## config.mk

```make
export PLATFORM = sky130hd
export DESIGN_NAME = srx_reg_bank
export DESIGN_NICKNAME = d
export VERILOG_FILES = /design/src/verilog/srx_pkg.sv /design/src/verilog/srx_sticky_bits.sv /design/src/verilog/srx_reg_bank.sv
export VERILOG_INCLUDE_DIRS = /design/src /design/src/verilog
export SDC_FILE = /design/constraint.sdc
export NUM_CORES = 1
export LEC_CHECK = 0
export BUFFER_PORTS_ARGS = -buffer_cell sky130_fd_sc_hd__buf_2
export CORE_ASPECT_RATIO = 1.25
export CORE_MARGIN = 3
export CORE_UTILIZATION = 48
export CTS_BUF_LIST = sky130_fd_sc_hd__clkbuf_8
export DETAILED_ROUTE_END_ITERATION = 16
export GPL_TIMING_DRIVEN = 0
export PLACE_DENSITY = 0.8
export SKIP_CTS_REPAIR_TIMING = 1
export SYNTH_ARGS = -nofsm -noshare
export SYNTH_HDL_FRONTEND = slang
export SYNTH_SLANG_ARGS = --single-unit
```

## constraint.sdc

```tcl
create_clock -name core_clk_i -period 1.4 [get_ports core_clk_i]
set_input_delay 0.14 -clock core_clk_i [delete_from_list [all_inputs] [get_ports core_clk_i]]
set_output_delay 0.14 -clock core_clk_i [all_outputs]
set_load 0.01 [all_outputs]
```

## src/verilog/srx_map.svh

```systemverilog
// register offsets, field positions and reset values of the receiver register bank
`ifndef SRX_MAP_SVH
`define SRX_MAP_SVH

`define SRX_ADDR_W            12
`define SRX_DATA_W            16

`define SRX_OFS_STREAM_TWO    12'h001
`define SRX_OFS_ERR_ONE       12'h002
`define SRX_OFS_ERR_TWO       12'h003
`define SRX_OFS_EDH_FLAGS     12'h004

`define SRX_CTL_CONV_OFF      8
`define SRX_CTL_EXT_SEL       7
`define SRX_CTL_RSVD_HI       6
`define SRX_CTL_RSVD_LO       5
`define SRX_CTL_REMAP_OFF     4
`define SRX_CTL_CSUM_OFF      3
`define SRX_CTL_CRC_OFF       2
`define SRX_CTL_LINE_OFF      1
`define SRX_CTL_TRS_OFF       0
`define SRX_CTL_W             9
`define SRX_CTL_RESET         9'h100

`define SRX_ERR_VSTD          10
`define SRX_ERR_FF_CRC        9
`define SRX_ERR_AP_CRC        8
`define SRX_ERR_CCS           6
`define SRX_ERR_YCS           5
`define SRX_ERR_CCRC          4
`define SRX_ERR_YCRC          3
`define SRX_ERR_LNUM          2
`define SRX_ERR_SAV           1
`define SRX_ERR_EAV           0
`define SRX_ERR_RESET         16'h0000

`define SRX_EDH_FOUND         15
`define SRX_EDH_FLAGS_HI      14
`define SRX_EDH_FLAGS_LO      3
`define SRX_EDH_RESET         16'h0000

`endif

```

## src/verilog/srx_pkg.sv

```systemverilog
// types shared by the receiver register bank
package srx_pkg;

  typedef enum logic [1:0] {
    SRX_FMT_SD,
    SRX_FMT_HD,
    SRX_FMT_3GA,
    SRX_FMT_3GB
  } srx_format_type;

  typedef struct packed {
    logic        wr;
    logic        rd;
    logic [11:0] addr;
    logic [15:0] wdata;
  } srx_host_req_type;

  typedef struct packed {
    logic video_standard;
    logic full_field_crc;
    logic active_picture_crc;
    logic chroma_checksum;
    logic luma_checksum;
    logic chroma_line_crc;
    logic luma_line_crc;
    logic line_count;
    logic start_active;
    logic end_active;
  } srx_first_err_type;

  typedef struct packed {
    logic chroma_checksum;
    logic luma_checksum;
    logic chroma_line_crc;
    logic luma_line_crc;
    logic line_count;
    logic start_active;
    logic end_active;
  } srx_second_err_type;

  typedef struct packed {
    logic rx_anc_unknown_flag;
    logic rx_anc_internal_already_flag;
    logic rx_anc_internal_here_flag;
    logic rx_anc_error_already_flag;
    logic rx_anc_error_here_flag;
    logic rx_field_unknown_flag;
    logic rx_field_internal_already_flag;
    logic rx_field_internal_here_flag;
    logic rx_field_error_already_flag;
    logic rx_field_error_here_flag;
    logic rx_picture_unknown_flag;
    logic rx_picture_internal_already_flag;
  } srx_edh_flags_type;

endpackage

```

## src/verilog/srx_sticky_bits.sv

```systemverilog
// sticky event bits, set wins over a host clear
`timescale 1ns/1ps
module srx_sticky_bits #(
  parameter int W = 16
) (
  // clock and reset
  input  wire logic         core_clk_i,
  input  wire logic         rst_i,
  // events and clear
  input  wire logic [W-1:0] set_i,
  input  wire logic         clear_i,
  // held state
  output logic      [W-1:0] flags_o
);

  always_ff @(posedge core_clk_i) begin
    if (rst_i) begin
      flags_o <= '0;
    end else begin
      flags_o <= (flags_o & ~{W{clear_i}}) | set_i;
    end
  end

endmodule

```

## src/verilog/srx_reg_bank.sv

```systemverilog
// control, error and received check-packet registers of the video receiver
//
// How it works
// - bit 8 disables B-to-A conversion, reset 1
// - conversion only ever happens on Level B
// - bit 7 picks ancillary extraction stream, reset 0
// - bit 4 stops second-stream illegal word remap
// - bit 3 stops second-stream checksum insertion
// - bit 2 stops second-stream CRC insertion
// - bit 1 stops second-stream line number insertion
// - bit 0 stops timing word insertion; masks reset 0
// - error bit 10: video standard, HD/SD
// - bit 9 full-field CRC, bit 8 active-picture CRC
// - bits 6/5 first-stream chroma/luma checksum errors
// - bits 4/3 line CRC errors, 3G/HD only
// - bit 2 line number error, not SD
// - bits 1/0 SAV/EAV errors, all formats
// - second-stream errors in second error register
// - bit 15 packet found, bits 14-10 ancillary flags
// - bits 9-5 field flags, bits 4-3 picture flags
`timescale 1ns/1ps
`include "srx_map.svh"
module srx_reg_bank (
  // clock and reset
  input  wire logic                       core_clk_i,
  input  wire logic                       rst_i,
  // host register port
  input  wire srx_pkg::srx_host_req_type  host_req_i,
  output logic [`SRX_DATA_W-1:0]          host_rdata_o,
  output logic                            host_rvalid_o,
  // detected input format
  input  wire srx_pkg::srx_format_type    format_i,
  // error events, one-cycle pulses
  input  wire srx_pkg::srx_first_err_type  first_err_i,
  input  wire srx_pkg::srx_second_err_type second_err_i,
  // received check packet
  input  wire logic                       check_packet_found_i,
  input  wire srx_pkg::srx_edh_flags_type edh_flags_i,
  // processing controls
  output logic                            format_conversion_on_o,
  output logic                            extract_from_second_o,
  output logic                            second_stream_remap_off_o,
  output logic                            second_stream_checksum_insert_off_o,
  output logic                            second_stream_crc_insert_off_o,
  output logic                            second_stream_line_insert_off_o,
  output logic                            second_stream_timing_word_insert_off_o
);

  logic [`SRX_CTL_W-1:0]  ctrl;
  logic [`SRX_DATA_W-1:0] edh_reg;
  logic [`SRX_DATA_W-1:0] err_one;
  logic [`SRX_DATA_W-1:0] err_two;
  logic [`SRX_DATA_W-1:0] next_err_one_set;
  logic [`SRX_DATA_W-1:0] next_err_two_set;
  logic [`SRX_DATA_W-1:0] next_rdata;
  logic                   level_b;
  logic                   is_sd;
  logic                   wr_ctrl;
  logic                   clr_one;
  logic                   clr_two;

  assign level_b = (format_i == srx_pkg::SRX_FMT_3GB);
  assign is_sd   = (format_i == srx_pkg::SRX_FMT_SD);
  assign wr_ctrl = host_req_i.wr && (host_req_i.addr == `SRX_OFS_STREAM_TWO);
  assign clr_one = host_req_i.wr && (host_req_i.addr == `SRX_OFS_ERR_ONE);
  assign clr_two = host_req_i.wr && (host_req_i.addr == `SRX_OFS_ERR_TWO);

  // control register
  always_ff @(posedge core_clk_i) begin
    if (rst_i) begin
      ctrl <= `SRX_CTL_RESET;
    end else if (wr_ctrl) begin
      ctrl <= host_req_i.wdata[`SRX_CTL_W-1:0];
    end
  end

  // processing controls towards the datapath
  always_ff @(posedge core_clk_i) begin
    if (rst_i) begin
      format_conversion_on_o                 <= 1'b0;
      extract_from_second_o                  <= 1'b0;
      second_stream_remap_off_o              <= 1'b0;
      second_stream_checksum_insert_off_o    <= 1'b0;
      second_stream_crc_insert_off_o         <= 1'b0;
      second_stream_line_insert_off_o        <= 1'b0;
      second_stream_timing_word_insert_off_o <= 1'b0;
    end else begin
      format_conversion_on_o <= level_b && !ctrl[`SRX_CTL_CONV_OFF];
      extract_from_second_o  <= level_b && ctrl[`SRX_CTL_EXT_SEL];
      second_stream_remap_off_o              <= ctrl[`SRX_CTL_REMAP_OFF];
      second_stream_checksum_insert_off_o    <= ctrl[`SRX_CTL_CSUM_OFF];
      second_stream_crc_insert_off_o         <= ctrl[`SRX_CTL_CRC_OFF];
      second_stream_line_insert_off_o        <= ctrl[`SRX_CTL_LINE_OFF];
      second_stream_timing_word_insert_off_o <= ctrl[`SRX_CTL_TRS_OFF];
    end
  end

  // qualify first-stream events by format
  always_comb begin
    next_err_one_set = '0;
    next_err_one_set[`SRX_ERR_VSTD] =
      first_err_i.video_standard && (is_sd || format_i == srx_pkg::SRX_FMT_HD);
    next_err_one_set[`SRX_ERR_FF_CRC] = first_err_i.full_field_crc;
    next_err_one_set[`SRX_ERR_AP_CRC] = first_err_i.active_picture_crc;
    next_err_one_set[`SRX_ERR_CCS]    = first_err_i.chroma_checksum;
    next_err_one_set[`SRX_ERR_YCS]    = first_err_i.luma_checksum;
    next_err_one_set[`SRX_ERR_CCRC]   = first_err_i.chroma_line_crc && !is_sd;
    next_err_one_set[`SRX_ERR_YCRC]   = first_err_i.luma_line_crc && !is_sd;
    next_err_one_set[`SRX_ERR_LNUM]   = first_err_i.line_count && !is_sd;
    next_err_one_set[`SRX_ERR_SAV]    = first_err_i.start_active;
    next_err_one_set[`SRX_ERR_EAV]    = first_err_i.end_active;
  end

  // second stream exists only on Level B
  always_comb begin
    next_err_two_set = '0;
    next_err_two_set[`SRX_ERR_CCS:`SRX_ERR_EAV] = level_b ? second_err_i : 7'h00;
  end

  srx_sticky_bits #(
    .W (`SRX_DATA_W)
  ) u_err_one (
    .core_clk_i (core_clk_i),
    .rst_i      (rst_i),
    .set_i      (next_err_one_set),
    .clear_i    (clr_one),
    .flags_o    (err_one)
  );

  srx_sticky_bits #(
    .W (`SRX_DATA_W)
  ) u_err_two (
    .core_clk_i (core_clk_i),
    .rst_i      (rst_i),
    .set_i      (next_err_two_set),
    .clear_i    (clr_two),
    .flags_o    (err_two)
  );

  // received check-packet flags, captured per packet
  always_ff @(posedge core_clk_i) begin
    if (rst_i) begin
      edh_reg <= `SRX_EDH_RESET;
    end else if (check_packet_found_i) begin
      edh_reg[`SRX_EDH_FOUND] <= 1'b1;
      edh_reg[`SRX_EDH_FLAGS_HI:`SRX_EDH_FLAGS_LO] <= edh_flags_i;
    end
  end

  // read mux, unmapped reads return zero
  always_comb begin
    next_rdata = '0;
    unique case (host_req_i.addr)
      `SRX_OFS_STREAM_TWO: next_rdata[`SRX_CTL_W-1:0] = ctrl;
      `SRX_OFS_ERR_ONE:    next_rdata = err_one;
      `SRX_OFS_ERR_TWO:    next_rdata = err_two;
      `SRX_OFS_EDH_FLAGS:  next_rdata = edh_reg;
      default:             next_rdata = '0;
    endcase
  end

  always_ff @(posedge core_clk_i) begin
    if (rst_i) begin
      host_rdata_o  <= '0;
      host_rvalid_o <= 1'b0;
    end else begin
      host_rvalid_o <= host_req_i.rd;
      if (host_req_i.rd) begin
        host_rdata_o <= next_rdata;
      end
    end
  end

endmodule

```

==> qor.yml <==
synth_commonest_cells: "dfxtp_1, nor2_1, mux2i_1"
crit_path_start: "host_req_i[21]"
rsz0062_at_grt: "false"
dieArea_um2: 7360
timing.fmax_mhz: 773
clk_pin_slew_ns: 0.08
netSwitchingPower_uw: 1020
clockPowerShare: 0.418
critPathCaptureType: "flip-flop"
dpl-instance-area_um2: 3550
whs_ns: -0.000979
antenna_found_initial: 0
yosysWarnings: 0
nNetsFinal: 456
fin_worst_skew_ns: 0.00962
clk_latency_ns: 0.34
synthCells: 301
area_growth_pct: 25.1
grt_pass1_wl_um: 11900
ys_types: 41
dieWidth_um: 77.3
holdPathEnd: "u_err_one.flags_o[0]$_SDFF_PP0_"
num_antenna_cells: 0
dr.max_layer_used: "met4"
required_ns: 1.63
setup_viol: 0
chipHeight_um: 95.1
ys_ff_latch: 78
ioPinCount: 88
worstPathMaxFanout: 10
intPower_uw: 3530
drt-pass1-iter-count: 4
grt_use_total: 0.207
wl_met2_um: 3850
final_cells: 479
p_seq_frac: 0.506
post-route-period-util: 0.925
r2r_end: "host_rdata_o[7]$_SDFFE_PP0P_"
fin_crit_ns: 1.29
ir_drop_v: 0.000662
power_density_nw_per_um2: 1190
drtIter0Drc: 147
synth_area_leader_cell: "dfxtp_1"
drc: 0
rrSetupSlack_ns: 0.36
coreArea_um2: 5970
outcome: "complete, but fails checks"
setup_slack_ns: 0.106
clk_path_buf_depth: 2
h-tree-depth: 3
ys_async_sr_fraction: 0
routed_wl_um: 7610
rows: 31
hold_viol_final: 1
start_util: 0.511
cts-root-buf: "clkbuf_8"
antenna_left: 0
final_area_um2: 3820
synthTopCellsByArea: "dfxtp_1, mux2i_1, nor2_1"
yosysSeqAreaShare: 0.512
finalMaxSlewViolations: 0
numCtsBuffers: 9
synth.top_cell.area_share: 0.512
routed_via_density: 5.33
top_regs: "host_rdata_o x16, u_err_one.flags_o x16, u_err_two.flags_o x16"
max-slew-margin-rel: 0.599
synth_flop_cell: "dfxtp_1"
worst_hold_path_type: "in2reg"
layout-drive-gt1-share: 0.345
crit_arrival_ns: 1.53
cts.sinks: 78
grt_pass1_vias: 2459
dp_hpwl_um: 5520
cts_tree: "yes"
route.vias.total: 2551
p_leak_uw: 0.00171
dp_slack_ns: -0.401
port_buffers: 78
grt_max_degree: 14
place_inst: 461
syn_nets: 365
synth_edf_count: 0
worstHoldStart: "first_err_i[0]"
worstMarginPinSlew_ns: 0.599
maxCapViolCount: 0
criticalPathCategory: "in2reg"
gp_congestion: 0.845
globalRouteOverflowTotal: 0
avgSynthCellArea_um2: 10.1
r2r_cells: 3
swShare: 0.225
worstReg2RegStart: "u_err_two.flags_o[7]$_SDFF_PP0_"
wl_per_cell_um: 15.9
synth.most_common_cell: "dfxtp_1"
wl_met1_um: 3210
hold_depth: 3
critPathLaunchType: "primary input"
wl_met3_um: 403
comb_power_share: 0.075
synthesis.area_um2: 3050
violations: "hold timing"
-- layer usage --
| metal | up-vias | GRT usage |
|---|---|---|
| li1 | 1250 | - |
| met1 | 1217 | 0.255 |
| met2 | 73 | 0.357 |
| met3 | 11 | 0.0482 |
| met4 | 0 | 0.0727 |
| met5 | - | 0 |
-- layout by cell type, fill, tap and decap left out, types with 6 or more instances in the layout --
cell type	instances
buf_2	86
dfxtp_1	78
nor2_1	47
mux2i_1	26
a21oi_1	19
clkbuf_8	11
and2_2	10
nor2b_1	10
nand2_1	10
a22oi_1	9
nand3b_1	8
o21ai_0	8
and2_1	7
a221o_1	7
clkbuf_1	6
a22o_2	6
-- worst max-delay path by stage --
| stage | endpoint | slack (ns) |
|---|---|---|
| 5_1_grt | host_rdata_o[2]$_SDFFE_PP0P_ | 0.01 |
| 4_1_cts | u_err_one.flags_o[5]$_SDFF_PP0_ | -0.04 |
| 3_3_place_gp | u_err_one.flags_o[9]$_SDFF_PP0_ | -0.35 |
| 2_1_floorplan | u_err_two.flags_o[6]$_SDFF_PP0_ | 0.002 |
| 3_5_place_dp | u_err_one.flags_o[5]$_SDFF_PP0_ | -0.40 |
| 6_report | u_err_two.flags_o[6]$_SDFF_PP0_ | 0.11 |
-- kinds of logic after synthesis --
logic type | Yosys count | share of synthesized area
simple gates | 115 | 0.217
flops | 78 | 0.512
compound gates | 61 | 0.148
mux | 28 | 0.0927
buf+inv | 19 | 0.0303
-- power groups by stage --
stage | Clock [uW] | Combinational, uW | Sequential, uW
after global routing | 2020 | 377 | 2310
after detailed placement | 0 | 333 | 2360
after floorplan | 0 | 190 | 2350
after CTS | 1920 | 335 | 2310
after global placement | 0 | 322 | 2360
final | 1910 | 343 | 2310
-- metrics by stage --
step                 util  power (uW)  hold slack [ns]  TNS, ns
global placement    0.595        2680            0.343   -11.63
detailed placement  0.595        2690            0.352   -14.30
floorplan               -        2540            0.252        0
finish              0.639        4560        -0.000979        0
CTS                 0.634        4560         -0.00595   -0.160
global route        0.639        4710          0.00175        0
-- final cells by class --
type                    instances  area (um^2)
fillers                       531         2150
flip-flops and latches         78         1560
multi-input cells             204         1420
repair buffers                 80          405
clock buffers                  11          151
well taps                      82          103
plain buffers                  18         88.8
clock inverters                 5         81.3
inverters                       1         3.75
-- worst max-delay path: stages --
cell     delay, ns
buf_2         0.11
nor4_4        0.40
and2_2        0.29
a31oi_4       0.16
buf_6         0.19
a22o_1        0.23
Note: power is estimated with default switching activity, not from simulation.
